### src/inc/rvd_pkg.sv
// Package with the register map, reset values and voltage encoding of the regulator and dim-floor registers.
package rvd_pkg;

    localparam int CODE_W  = 6;
    localparam int FLOOR_W = 10;
    localparam int MV_W    = 12;
    localparam int NUM_REG = 2;

    // Register byte offsets.
    localparam logic [7:0] OFF_REG_A     = 8'h06;
    localparam logic [7:0] OFF_REG_B     = 8'h07;
    localparam logic [7:0] OFF_FLOOR_LOW = 8'h08;
    localparam logic [7:0] OFF_FLOOR_HI  = 8'h09;

    // Field positions.
    localparam int CODE_MSB     = 5;
    localparam int FLOOR_LOW_W  = 8;
    localparam int FLOOR_HI_MSB = 9;
    localparam int FLOOR_HI_LSB = 8;

    // Reset values.
    localparam logic [CODE_W-1:0]  RST_CODE_A = 6'h24;
    localparam logic [CODE_W-1:0]  RST_CODE_B = 6'h10;
    localparam logic [FLOOR_W-1:0] RST_FLOOR  = 10'h0ff;

    // Target address on the serial bus; the value is arbitrary.
    localparam logic [6:0] DEV_ADDR = 7'h2a;

    // Voltage encoding in millivolts.
    localparam logic [CODE_W-1:0] CODE_MID_FIRST = 6'h20;
    localparam logic [CODE_W-1:0] CODE_SPECIAL   = 6'h19;
    localparam logic [CODE_W-1:0] CODE_TOP_61    = 6'h3d;
    localparam logic [CODE_W-1:0] CODE_TOP_62    = 6'h3e;
    localparam logic [MV_W-1:0]   MV_LOW_BASE    = 12'h320;
    localparam logic [MV_W-1:0]   MV_LOW_STEP    = 12'h019;
    localparam logic [MV_W-1:0]   MV_CODE_25     = 12'h57d;
    localparam logic [MV_W-1:0]   MV_MID_BASE    = 12'h640;
    localparam logic [MV_W-1:0]   MV_MID_STEP    = 12'h032;
    localparam logic [MV_W-1:0]   MV_CODE_61     = 12'hc1c;
    localparam logic [MV_W-1:0]   MV_CODE_62     = 12'hc80;
    localparam logic [MV_W-1:0]   MV_CODE_63     = 12'hce4;

    typedef struct packed {
        logic [CODE_W-1:0]  code_b;
        logic [CODE_W-1:0]  code_a;
        logic [FLOOR_W-1:0] floor;
    } rvd_fuse_t;

    typedef enum logic [2:0] {
        ST_IDLE  = 3'b000,
        ST_RX    = 3'b001,
        ST_ACK   = 3'b010,
        ST_TX    = 3'b011,
        ST_RACK  = 3'b100,
        ST_RLOAD = 3'b101
    } rvd_state_t;

    typedef enum logic [1:0] {
        PH_ADDR = 2'b00,
        PH_PTR  = 2'b01,
        PH_DATA = 2'b10
    } rvd_phase_t;

endpackage
### src/hw/rvd_duty_floor.sv
// Clamps the requested dimming duty value to the factory duty floor.
`timescale 1ns/1ns
module rvd_duty_floor
    import rvd_pkg::*;
(
    input  wire logic [FLOOR_W-1:0] duty,
    input  wire logic [FLOOR_W-1:0] floor,
    output logic      [FLOOR_W-1:0] duty_eff
);

    // The stored value is untouched; only the value that drives the sink is raised.
    always_comb begin
        duty_eff = (duty < floor) ? floor : duty;
    end

endmodule

### src/hw/rvd_regs.sv
// Serial-bus target holding the regulator voltage codes and the read-only duty floor.
`timescale 1ns/1ns
// Overview of operation
// - Regulator A's register keeps a writable 6-bit code in bits 5:0 resetting to 100100, with bits 7:6 reading 00.
// - Regulator B's register keeps a writable 6-bit code in bits 5:0 resetting to 010000, with bits 7:6 reading 00.
// - All register defaults come from fuse memory and are reloaded on every clock while the undervoltage lockout is active.
// - While the setting lock is 1, writes to both voltage codes are ignored.
// - A downward voltage change of any size is accepted in one write without any internal reset.
// - Codes 0-31 give 0.800 V plus 25 mV per step (code 25 gives 1.405), 32-60 give 1.600 V plus 50 mV, 61-63 give 3.1, 3.2, 3.3 V.
// - The floor low register returns bits 7:0 of the 10-bit duty floor, resetting to 11111111.
// - The duty floor registers are read-only and host writes leave them unchanged.
// - The floor high register returns floor bits 9:8 in bits 1:0, the code running from 0% to 99.9% duty.
// - A duty value below the floor is kept as written but the dimming signal runs at the floor.
module rvd_regs
    import rvd_pkg::*;
(
    input  wire logic                            clk,
    input  wire logic                            reset,
    input  wire logic                            scl_in,
    input  wire logic                            sda_in,
    output logic                                 sda_out,
    output logic                                 sda_oe,
    input  wire logic                            undervoltage_lockout_active,
    input  wire logic                            setting_lock,
    input  wire rvd_fuse_t                       fuse_in,
    input  wire logic [FLOOR_W-1:0]              dimming_duty_value,
    output logic      [NUM_REG-1:0][CODE_W-1:0]  regulator_code,
    output logic      [NUM_REG-1:0][MV_W-1:0]    regulator_mv,
    output logic      [FLOOR_W-1:0]              duty_floor_value,
    output logic      [FLOOR_W-1:0]              dimming_duty_eff
);

    rvd_state_t                st_reg;
    rvd_state_t                st_next;
    rvd_phase_t                phase_reg;
    rvd_phase_t                phase_next;
    logic [2:0]                bit_reg;
    logic [2:0]                bit_next;
    logic [7:0]                shift_reg;
    logic [7:0]                shift_next;
    logic [7:0]                ptr_reg;
    logic [7:0]                ptr_next;
    logic                      rw_reg;
    logic                      rw_next;
    logic                      sda_oe_reg;
    logic                      sda_oe_next;
    logic                      scl_q_reg;
    logic                      sda_q_reg;
    logic                      wr_en;
    logic [7:0]                wr_addr;
    logic [7:0]                wr_data;
    logic [7:0]                rd_byte;
    logic [7:0]                rx_byte;
    logic                      scl_rise;
    logic                      scl_fall;
    logic                      bus_start;
    logic                      bus_stop;

    logic [NUM_REG-1:0][CODE_W-1:0] code_reg;
    logic [NUM_REG-1:0][CODE_W-1:0] code_next;
    logic [FLOOR_W-1:0]             floor_reg;
    logic [FLOOR_W-1:0]             floor_next;
    logic [NUM_REG-1:0][MV_W-1:0]   mv_w;
    logic [NUM_REG-1:0][MV_W-1:0]   mv_reg;
    logic [NUM_REG-1:0][MV_W-1:0]   mv_next;
    logic [FLOOR_W-1:0]             eff_w;
    logic [FLOOR_W-1:0]             eff_reg;
    logic [FLOOR_W-1:0]             eff_next;

    // Bus pins are taken as synchronous; one earlier sample is enough to see edges.
    assign scl_rise  = scl_in & ~scl_q_reg;
    assign scl_fall  = ~scl_in & scl_q_reg;
    assign bus_start = scl_in & scl_q_reg & sda_q_reg & ~sda_in;
    assign bus_stop  = scl_in & scl_q_reg & ~sda_q_reg & sda_in;
    assign rx_byte   = {shift_reg[6:0], sda_in};

    // Read mux; unmapped offsets return zero.
    always_comb begin
        rd_byte = 8'h00;
        unique case (ptr_reg)
            OFF_REG_A:     rd_byte = {2'b00, code_reg[0]};
            OFF_REG_B:     rd_byte = {2'b00, code_reg[1]};
            OFF_FLOOR_LOW: rd_byte = floor_reg[FLOOR_LOW_W-1:0];
            OFF_FLOOR_HI:  rd_byte = {6'h00, floor_reg[FLOOR_HI_MSB:FLOOR_HI_LSB]};
            default:       rd_byte = 8'h00;
        endcase
    end

    // Serial-bus target: address, pointer, then data bytes with auto-increment.
    always_comb begin
        st_next     = st_reg;
        phase_next  = phase_reg;
        bit_next    = bit_reg;
        shift_next  = shift_reg;
        ptr_next    = ptr_reg;
        rw_next     = rw_reg;
        sda_oe_next = sda_oe_reg;
        wr_en       = 1'b0;
        wr_addr     = ptr_reg;
        wr_data     = rx_byte;
        if (bus_start) begin
            st_next     = ST_RX;
            phase_next  = PH_ADDR;
            bit_next    = 3'h0;
            sda_oe_next = 1'b0;
        end else if (bus_stop) begin
            st_next     = ST_IDLE;
            sda_oe_next = 1'b0;
        end else begin
            unique case (st_reg)
                ST_IDLE: begin
                    sda_oe_next = 1'b0;
                end
                ST_RX: begin
                    if (scl_rise) begin
                        shift_next = rx_byte;
                        bit_next   = bit_reg + 3'h1;
                        if (bit_reg == 3'h7) begin
                            st_next = ST_ACK;
                            unique case (phase_reg)
                                PH_ADDR: begin
                                    rw_next = rx_byte[0];
                                    if (rx_byte[7:1] != DEV_ADDR) begin
                                        st_next = ST_IDLE;
                                    end
                                end
                                PH_PTR: begin
                                    ptr_next = rx_byte;
                                end
                                default: begin
                                    // Every data byte is acknowledged, even when it is ignored.
                                    wr_en    = 1'b1;
                                    ptr_next = ptr_reg + 8'h01;
                                end
                            endcase
                        end
                    end
                end
                ST_ACK: begin
                    if (scl_fall && !sda_oe_reg) begin
                        sda_oe_next = 1'b1;
                    end else if (scl_fall) begin
                        sda_oe_next = 1'b0;
                        bit_next    = 3'h0;
                        st_next     = ST_RX;
                        if (phase_reg == PH_ADDR && rw_reg) begin
                            st_next     = ST_TX;
                            shift_next  = rd_byte;
                            sda_oe_next = ~rd_byte[7];
                        end else if (phase_reg == PH_ADDR) begin
                            phase_next = PH_PTR;
                        end else begin
                            phase_next = PH_DATA;
                        end
                    end
                end
                ST_TX: begin
                    if (scl_fall && bit_reg == 3'h7) begin
                        sda_oe_next = 1'b0;
                        st_next     = ST_RACK;
                    end else if (scl_fall) begin
                        shift_next  = {shift_reg[6:0], 1'b0};
                        sda_oe_next = ~shift_reg[6];
                        bit_next    = bit_reg + 3'h1;
                    end
                end
                ST_RACK: begin
                    if (scl_rise) begin
                        ptr_next = ptr_reg + 8'h01;
                        st_next  = sda_in ? ST_IDLE : ST_RLOAD;
                    end
                end
                ST_RLOAD: begin
                    if (scl_fall) begin
                        shift_next  = rd_byte;
                        sda_oe_next = ~rd_byte[7];
                        bit_next    = 3'h0;
                        st_next     = ST_TX;
                    end
                end
                default: begin
                    st_next     = ST_IDLE;
                    sda_oe_next = 1'b0;
                end
            endcase
        end
    end

    always_ff @(posedge clk or posedge reset) begin
        if (reset) begin
            st_reg     <= ST_IDLE;
            phase_reg  <= PH_ADDR;
            bit_reg    <= 3'h0;
            shift_reg  <= 8'h00;
            ptr_reg    <= 8'h00;
            rw_reg     <= 1'b0;
            sda_oe_reg <= 1'b0;
            scl_q_reg  <= 1'b1;
            sda_q_reg  <= 1'b1;
        end else begin
            st_reg     <= st_next;
            phase_reg  <= phase_next;
            bit_reg    <= bit_next;
            shift_reg  <= shift_next;
            ptr_reg    <= ptr_next;
            rw_reg     <= rw_next;
            sda_oe_reg <= sda_oe_next;
            scl_q_reg  <= scl_in;
            sda_q_reg  <= sda_in;
        end
    end

    // Register contents. No step-size check is made here: downward jumps are taken whenever setting_lock and the lockout are both off, and
    // keeping upward steps small is left to the host.
    always_comb begin
        code_next  = code_reg;
        floor_next = floor_reg;
        if (undervoltage_lockout_active) begin
            code_next[0] = fuse_in.code_a;
            code_next[1] = fuse_in.code_b;
            floor_next   = fuse_in.floor;
        end else if (wr_en && !setting_lock) begin
            for (int i = 0; i < NUM_REG; i++) begin
                if (wr_addr == OFF_REG_A + 8'(i)) begin
                    code_next[i] = wr_data[CODE_MSB:0];
                end
            end
        end
    end

    always_ff @(posedge clk or posedge reset) begin
        if (reset) begin
            code_reg[0] <= RST_CODE_A;
            code_reg[1] <= RST_CODE_B;
            floor_reg   <= RST_FLOOR;
        end else begin
            code_reg  <= code_next;
            floor_reg <= floor_next;
        end
    end

    genvar g;
    generate
        for (g = 0; g < NUM_REG; g++) begin : g_reg
            rvd_volt_decode u_decode (
                .code (code_reg[g]),
                .mv   (mv_w[g])
            );
        end
    endgenerate

    rvd_duty_floor u_floor (
        .duty     (dimming_duty_value),
        .floor    (floor_reg),
        .duty_eff (eff_w)
    );

    always_comb begin
        mv_next  = mv_w;
        eff_next = eff_w;
    end

    always_ff @(posedge clk or posedge reset) begin
        if (reset) begin
            mv_reg  <= '0;
            // The sink starts at the floor straight after reset; later it follows a new floor_reg value one clock behind.
            eff_reg <= RST_FLOOR;
        end else begin
            mv_reg  <= mv_next;
            eff_reg <= eff_next;
        end
    end

    assign sda_out          = 1'b0;
    assign sda_oe           = sda_oe_reg;
    assign regulator_code   = code_reg;
    assign regulator_mv     = mv_reg;
    assign duty_floor_value = floor_reg;
    assign dimming_duty_eff = eff_reg;

    lock_hold_a: assert property (@(posedge clk) disable iff (reset)
        (setting_lock && !undervoltage_lockout_active) |=> (code_reg == $past(code_reg)))
        else $error("voltage code changed while locked");

    write_code_a: assert property (@(posedge clk) disable iff (reset)
        (wr_en && !setting_lock && !undervoltage_lockout_active && wr_addr == OFF_REG_A)
        |=> (code_reg[0] == $past(wr_data[CODE_MSB:0])) && (code_reg[1] == $past(code_reg[1])))
        else $error("regulator A write not stored");

    down_step_a: assert property (@(posedge clk) disable iff (reset)
        (wr_en && !setting_lock && !undervoltage_lockout_active && wr_addr == OFF_REG_B && wr_data[CODE_MSB:0] < code_reg[1])
        |=> (code_reg[1] == $past(wr_data[CODE_MSB:0])) ##1 (code_reg[1] == $past(code_reg[1])))
        else $error("downward step on regulator B not taken");

    fuse_load_a: assert property (@(posedge clk) disable iff (reset)
        undervoltage_lockout_active |=> (code_reg[0] == $past(fuse_in.code_a)) && (code_reg[1] == $past(fuse_in.code_b))
        && (floor_reg == $past(fuse_in.floor)))
        else $error("fuse defaults not loaded during lockout");

    floor_ro_a: assert property (@(posedge clk) disable iff (reset)
        !undervoltage_lockout_active |=> $stable(floor_reg))
        else $error("duty floor changed outside lockout");

    read_code_a: assert property (@(posedge clk) disable iff (reset)
        (st_reg == ST_RLOAD && scl_fall && ptr_reg == OFF_REG_B)
        |=> (shift_reg == {2'b00, $past(code_reg[1])}) && (sda_oe_reg == 1'b1))
        else $error("regulator B readback wrong");

    read_floor_a: assert property (@(posedge clk) disable iff (reset)
        (ptr_reg == OFF_FLOOR_HI) |-> (rd_byte[7:2] == 6'h00) && (rd_byte[1:0] == floor_reg[9:8]))
        else $error("floor high readback wrong");

    duty_clamp_a: assert property (@(posedge clk) disable iff (reset)
        ##1 (eff_reg >= $past(floor_reg)) && (($past(dimming_duty_value) < $past(floor_reg))
        || (eff_reg == $past(dimming_duty_value))))
        else $error("dimming duty below floor");

    volt_map_a: assert property (@(posedge clk) disable iff (reset)
        (code_reg[0] == CODE_SPECIAL) ##1 (code_reg[0] == CODE_SPECIAL) |-> (mv_reg[0] == MV_CODE_25))
        else $error("code 25 does not map to 1405 mV");

endmodule

### src/hw/rvd_volt_decode.sv
// Maps a 6-bit regulator voltage code onto its output voltage in millivolts.
`timescale 1ns/1ns
module rvd_volt_decode
    import rvd_pkg::*;
(
    input  wire logic [CODE_W-1:0] code,
    output logic      [MV_W-1:0]   mv
);

    always_comb begin
        if (code == CODE_SPECIAL) begin
            mv = MV_CODE_25;
        end else if (code < CODE_MID_FIRST) begin
            mv = MV_LOW_BASE + MV_W'(code) * MV_LOW_STEP;
        end else if (code < CODE_TOP_61) begin
            mv = MV_MID_BASE + MV_W'(code - CODE_MID_FIRST) * MV_MID_STEP;
        end else if (code == CODE_TOP_61) begin
            mv = MV_CODE_61;
        end else if (code == CODE_TOP_62) begin
            mv = MV_CODE_62;
        end else begin
            mv = MV_CODE_63;
        end
    end

endmodule

### config.mk
export PLATFORM = sky130hd
export DESIGN_NAME = rvd_regs
export DESIGN_NICKNAME = d
export VERILOG_FILES = /design/src/inc/rvd_pkg.sv /design/src/hw/rvd_duty_floor.sv /design/src/hw/rvd_regs.sv /design/src/hw/rvd_volt_decode.sv
export SDC_FILE = /design/constraint.sdc
export NUM_CORES = 1
export LEC_CHECK = 0
export ABC_CLOCK_PERIOD_IN_PS = 5330
export BUFFER_PORTS_ARGS = -buffer_cell sky130_fd_sc_hd__buf_2
export CAP_MARGIN = 20
export CORE_UTILIZATION = 30
export DETAILED_ROUTE_END_ITERATION = 10
export PLACE_DENSITY_LB_ADDON = 0.15
export SKIP_LAST_GASP = 1
export SLEW_MARGIN = 10
export SYNTH_ARGS = -nofsm -noshare
export SYNTH_HDL_FRONTEND = slang
export SYNTH_SLANG_ARGS = --single-unit
### constraint.sdc
create_clock -name clk -period 5.33 [get_ports clk]
set_clock_uncertainty 0.2 [all_clocks]
set_input_delay 0.2665 -clock clk [delete_from_list [all_inputs] [get_ports clk]]
set_output_delay 0.2665 -clock clk [all_outputs]
set_load 0.03 [all_outputs]
==> impl_metrics.toml <==
[clocking]
cts_sinks = 83
cts_setup_buffers = 0
clk_latency_ns = 0.35
cts_tree = "yes"
cts_max_level = 3
cts_root_buffer = "clkbuf_16"
cts_made_buffers = 9
clk_pin_slew_ns = 0.07
clk_path_buf_depth = 2

[sta]
maxSlewViolCount = 0
setup_viol = 0
fin_tns_setup_ns = 0
hold_viol_final = 0
setup_ws_ns = 1.56
post-route-period-util = 0.708
worstMarginPinSlew_ns = 1.06
hold_ws_ns = 0.0232
max_slew_margin = 0.288
fin_crit_ns = 3.77
max_freq_mhz = 265
rsz0062_at_grt = "no"

[power]
combPwrFrac = 0.524
powerDensity_nw_per_um2 = 411
leakage_nw = 3.84
power_mw = 3.35
max-vdd-ir-drop_uv = 189
switching_share = 0.459
power_frac_seq = 0.295
power.internal_mw = 1.81
power_switching_mw = 1.54
p_clk_frac = 0.181

[detailed_routing]
wl_met2_mm = 9.06
drcViolationCount = 0
via_per_inst = 5.06
drt-initial-drc-count = 332
wl_per_cell_um = 16.5
drt-total-wl_mm = 19.3
via_count = 5913
wl_met3_um = 632
highest_layer = "met4"
ant_nets = 0
m1WireLength_mm = 9.39
drtPass1Iterations = 7

[critical_path]
end_kind = "flop"
timing.rr.end = "regulator_mv[9]$_DFF_PP0_"
cp_cell_sequence = "inv_1, ha_1, fa_1, inv_1, ha_1, ha_1, fa_1, a21o_1, a21oi_1, xor2_1, o22ai_1, and2_1"
rr_worst_depth = 12
arrival_ns = 3.82
worstSetupPathType = "flop to flop"
startpoint_type = "flop"
cp_max_fo = 9
path_delay_family = "adder cells"
r2r-start = "regulator_code[1]$_DFFE_PP0P_"
crit_buf_inv = 2
slowest_stage = "dfrtp_1"
cp_common_cell = "ha_1"
crit_required_ns = 5.37
ff2ff_setup_slack_ns = 1.56
critPathMaxStageDelay_ns = 0.55

[yosys]
synth_area_leaders = "dfrtp_1, ha_1, dfstp_2"
yosysSeqAreaShare = 0.306
synth_ff_type = "dfrtp_1"
synth-seq-cells = 83
synth_fp_nets = 923
synth_compound_area_frac = 0.212
syn_area_um2 = 6870
async_reset_ff_frac = 1.00
synth_cells = 778
synth_top_area_frac = 0.226
yosys-mux-area-fraction = 0.0273
synth-simple-area-share = 0.156
yosysWarnings = 0
synth-xor-area-share = 0.0255
yosysUniqueCellTypes = 63
synth_fa_ha_area_frac = 0.211
avgSynthCellArea_um2 = 8.83
synth_top_area_cell = "dfrtp_1"
synth_top_family_by_area = "compound AO/OA/AOI/OAI gates"
synth_edf_count = 0

[floorplan]
die_x_um = 153
dieArea_um2 = 23500
core_area_um2 = 22200
die_height_um = 153
num_io_pins = 96
initial_utilization = 0.310
num_rows = 54

[global_routing]
track_usage = 0.170
grt_pass1_vias = 5898
grt.overflow.total = 0
grt_max_degree = 72
antenna_found_initial = 0
grt_pass1_wl_mm = 31.6

[final_layout]
mostFrequentLayoutCell = "buf_2"
drive_gt1_frac = 0.168
fin_util = 0.369
layout.cells.most_common_list = "buf_2, ha_1, inv_1"
largest_reg_flops = 24
diodes = 0
syn2layout_area_growth_pct = 18.9
fin_nets = 1029

[worst_hold_path]
hold_path.startpoint = "dimming_duty_value[9]"
hp-class = "primary input to flop"
hold_depth = 3
holdPathEnd = "dimming_duty_eff[9]$_DFF_PP0_"

[run_status]
status = "completed"

[place]
gp_congestion = 0.814
dp_slack_ns = 1.59
io_buffers = 94
hpwl_mm = 14.3

[flow_run]
drv_cap = 0
[routing by layer]
layer,vias to the layer above,GRT usage
met4,0,0.0423
met5,-,0
li1,2990,-
met1,2799,0.230
met2,106,0.280
met3,18,0.0309
[worst max-delay path by stage]
| stage | start | endpoint | slack [ns] | cells past startpoint |
|---|---|---|---|---|
| 2_1_floorplan | regulator_code[5]$_DFFE_PP1P_ | regulator_mv[9]$_DFF_PP0_ | 1.52 | 12 |
| 3_3_place_gp | regulator_code[1]$_DFFE_PP0P_ | regulator_mv[9]$_DFF_PP0_ | 1.56 | 12 |
| 3_5_place_dp | regulator_code[1]$_DFFE_PP0P_ | regulator_mv[9]$_DFF_PP0_ | 1.59 | 12 |
| 4_1_cts | regulator_code[1]$_DFFE_PP0P_ | regulator_mv[9]$_DFF_PP0_ | 1.56 | 12 |
| 5_1_grt | regulator_code[1]$_DFFE_PP0P_ | regulator_mv[9]$_DFF_PP0_ | 1.38 | 12 |
| 6_report | regulator_code[1]$_DFFE_PP0P_ | regulator_mv[9]$_DFF_PP0_ | 1.56 | 12 |
[worst reg2reg max path, cell delays in order, from the launching register on]
cell     delay (ns)
dfrtp_1        0.55
inv_1          0.16
ha_1           0.38
fa_1           0.52
inv_1          0.05
ha_1           0.30
ha_1           0.24
fa_1           0.40
a21o_1         0.19
a21oi_1        0.22
xor2_1         0.20
o22ai_1        0.10
and2_1         0.17
[power groups by stage]
stage	clock network (mW)	registers, mW	logic (mW)
finish	0.607	0.989	1.76
CTS	0.630	0.989	1.77
global placement	0	1.01	1.75
global route	0.656	1.02	1.96
detailed placement	0	0.999	1.75
floorplan	0	1.13	1.15
[Yosys cell counts, types with 2 or more instances]
cell type and count:
mux2i_1 15, nor2b_1 9, a31o_2 2, nand4_1 10
a21o_1 11, nor3_1 8, nand3_1 31, inv_1 75
nand3b_1 6, dfrtp_1 62, buf_2 2, o211ai_1 20
o311a_1 2, xnor2_1 12, o32ai_1 4, a31oi_1 16
ha_1 92, mux2_2 2, a22o_1 2, nor2_1 41
a21oi_1 43, a22oi_1 16, buf_1 2, nand4b_1 3
dfstp_2 21, or3_1 4, nor4_1 2, nand2_1 68
xor2_1 8, fa_1 15, and4_1 2, and2_1 7
clkbuf_1 28, nor3b_1 3, o21a_1 4, o31a_1 2
o21ai_0 62, or2_2 3, a211oi_1 12, and3b_1 3
nand2b_1 6, and3_1 6, o21bai_1 2, o22ai_1 6
o31ai_1 10
[stage by stage]
step | std cells | cell area, um^2
final | 1169 | 8170
after global routing | 1169 | 8170
after CTS | 1169 | 8170
after detailed placement | 1121 | 7570
after global placement | 1121 | 7570
after floorplan | 778 | 6870
[logic make-up (layout without fill, tap and decap cells)]
group                    count (synthesis)  count (layout)
flip-flops                              83              83
multiplexers                            18              18
AND/OR/NAND/NOR                        216             216
buffers and inverters                  109             220
AO/OA/AOI/OAI                          224             224
adder cells (fa/ha/maj)                107             107
other                                    1               1
XOR/XNOR                                20              20
[layout make-up]
| cell class | count | area, um^2 |
|---|---|---|
| Fill cell | 2319 | 14000 |
| Multi-Input combinational cell | 586 | 4340 |
| Sequential cell | 83 | 2100 |
| Timing Repair Buffer | 129 | 813 |
| Tap cell | 280 | 350 |
| Inverter | 75 | 283 |
| Clock buffer | 9 | 225 |
| Clock inverter | 7 | 51.3 |
[what timing repair did]
action,CTS,global route
hold endpoints to repair,43,0
gates resized for setup,0,0
hold buffers,32,0
(Power assumes the default switching activity.)
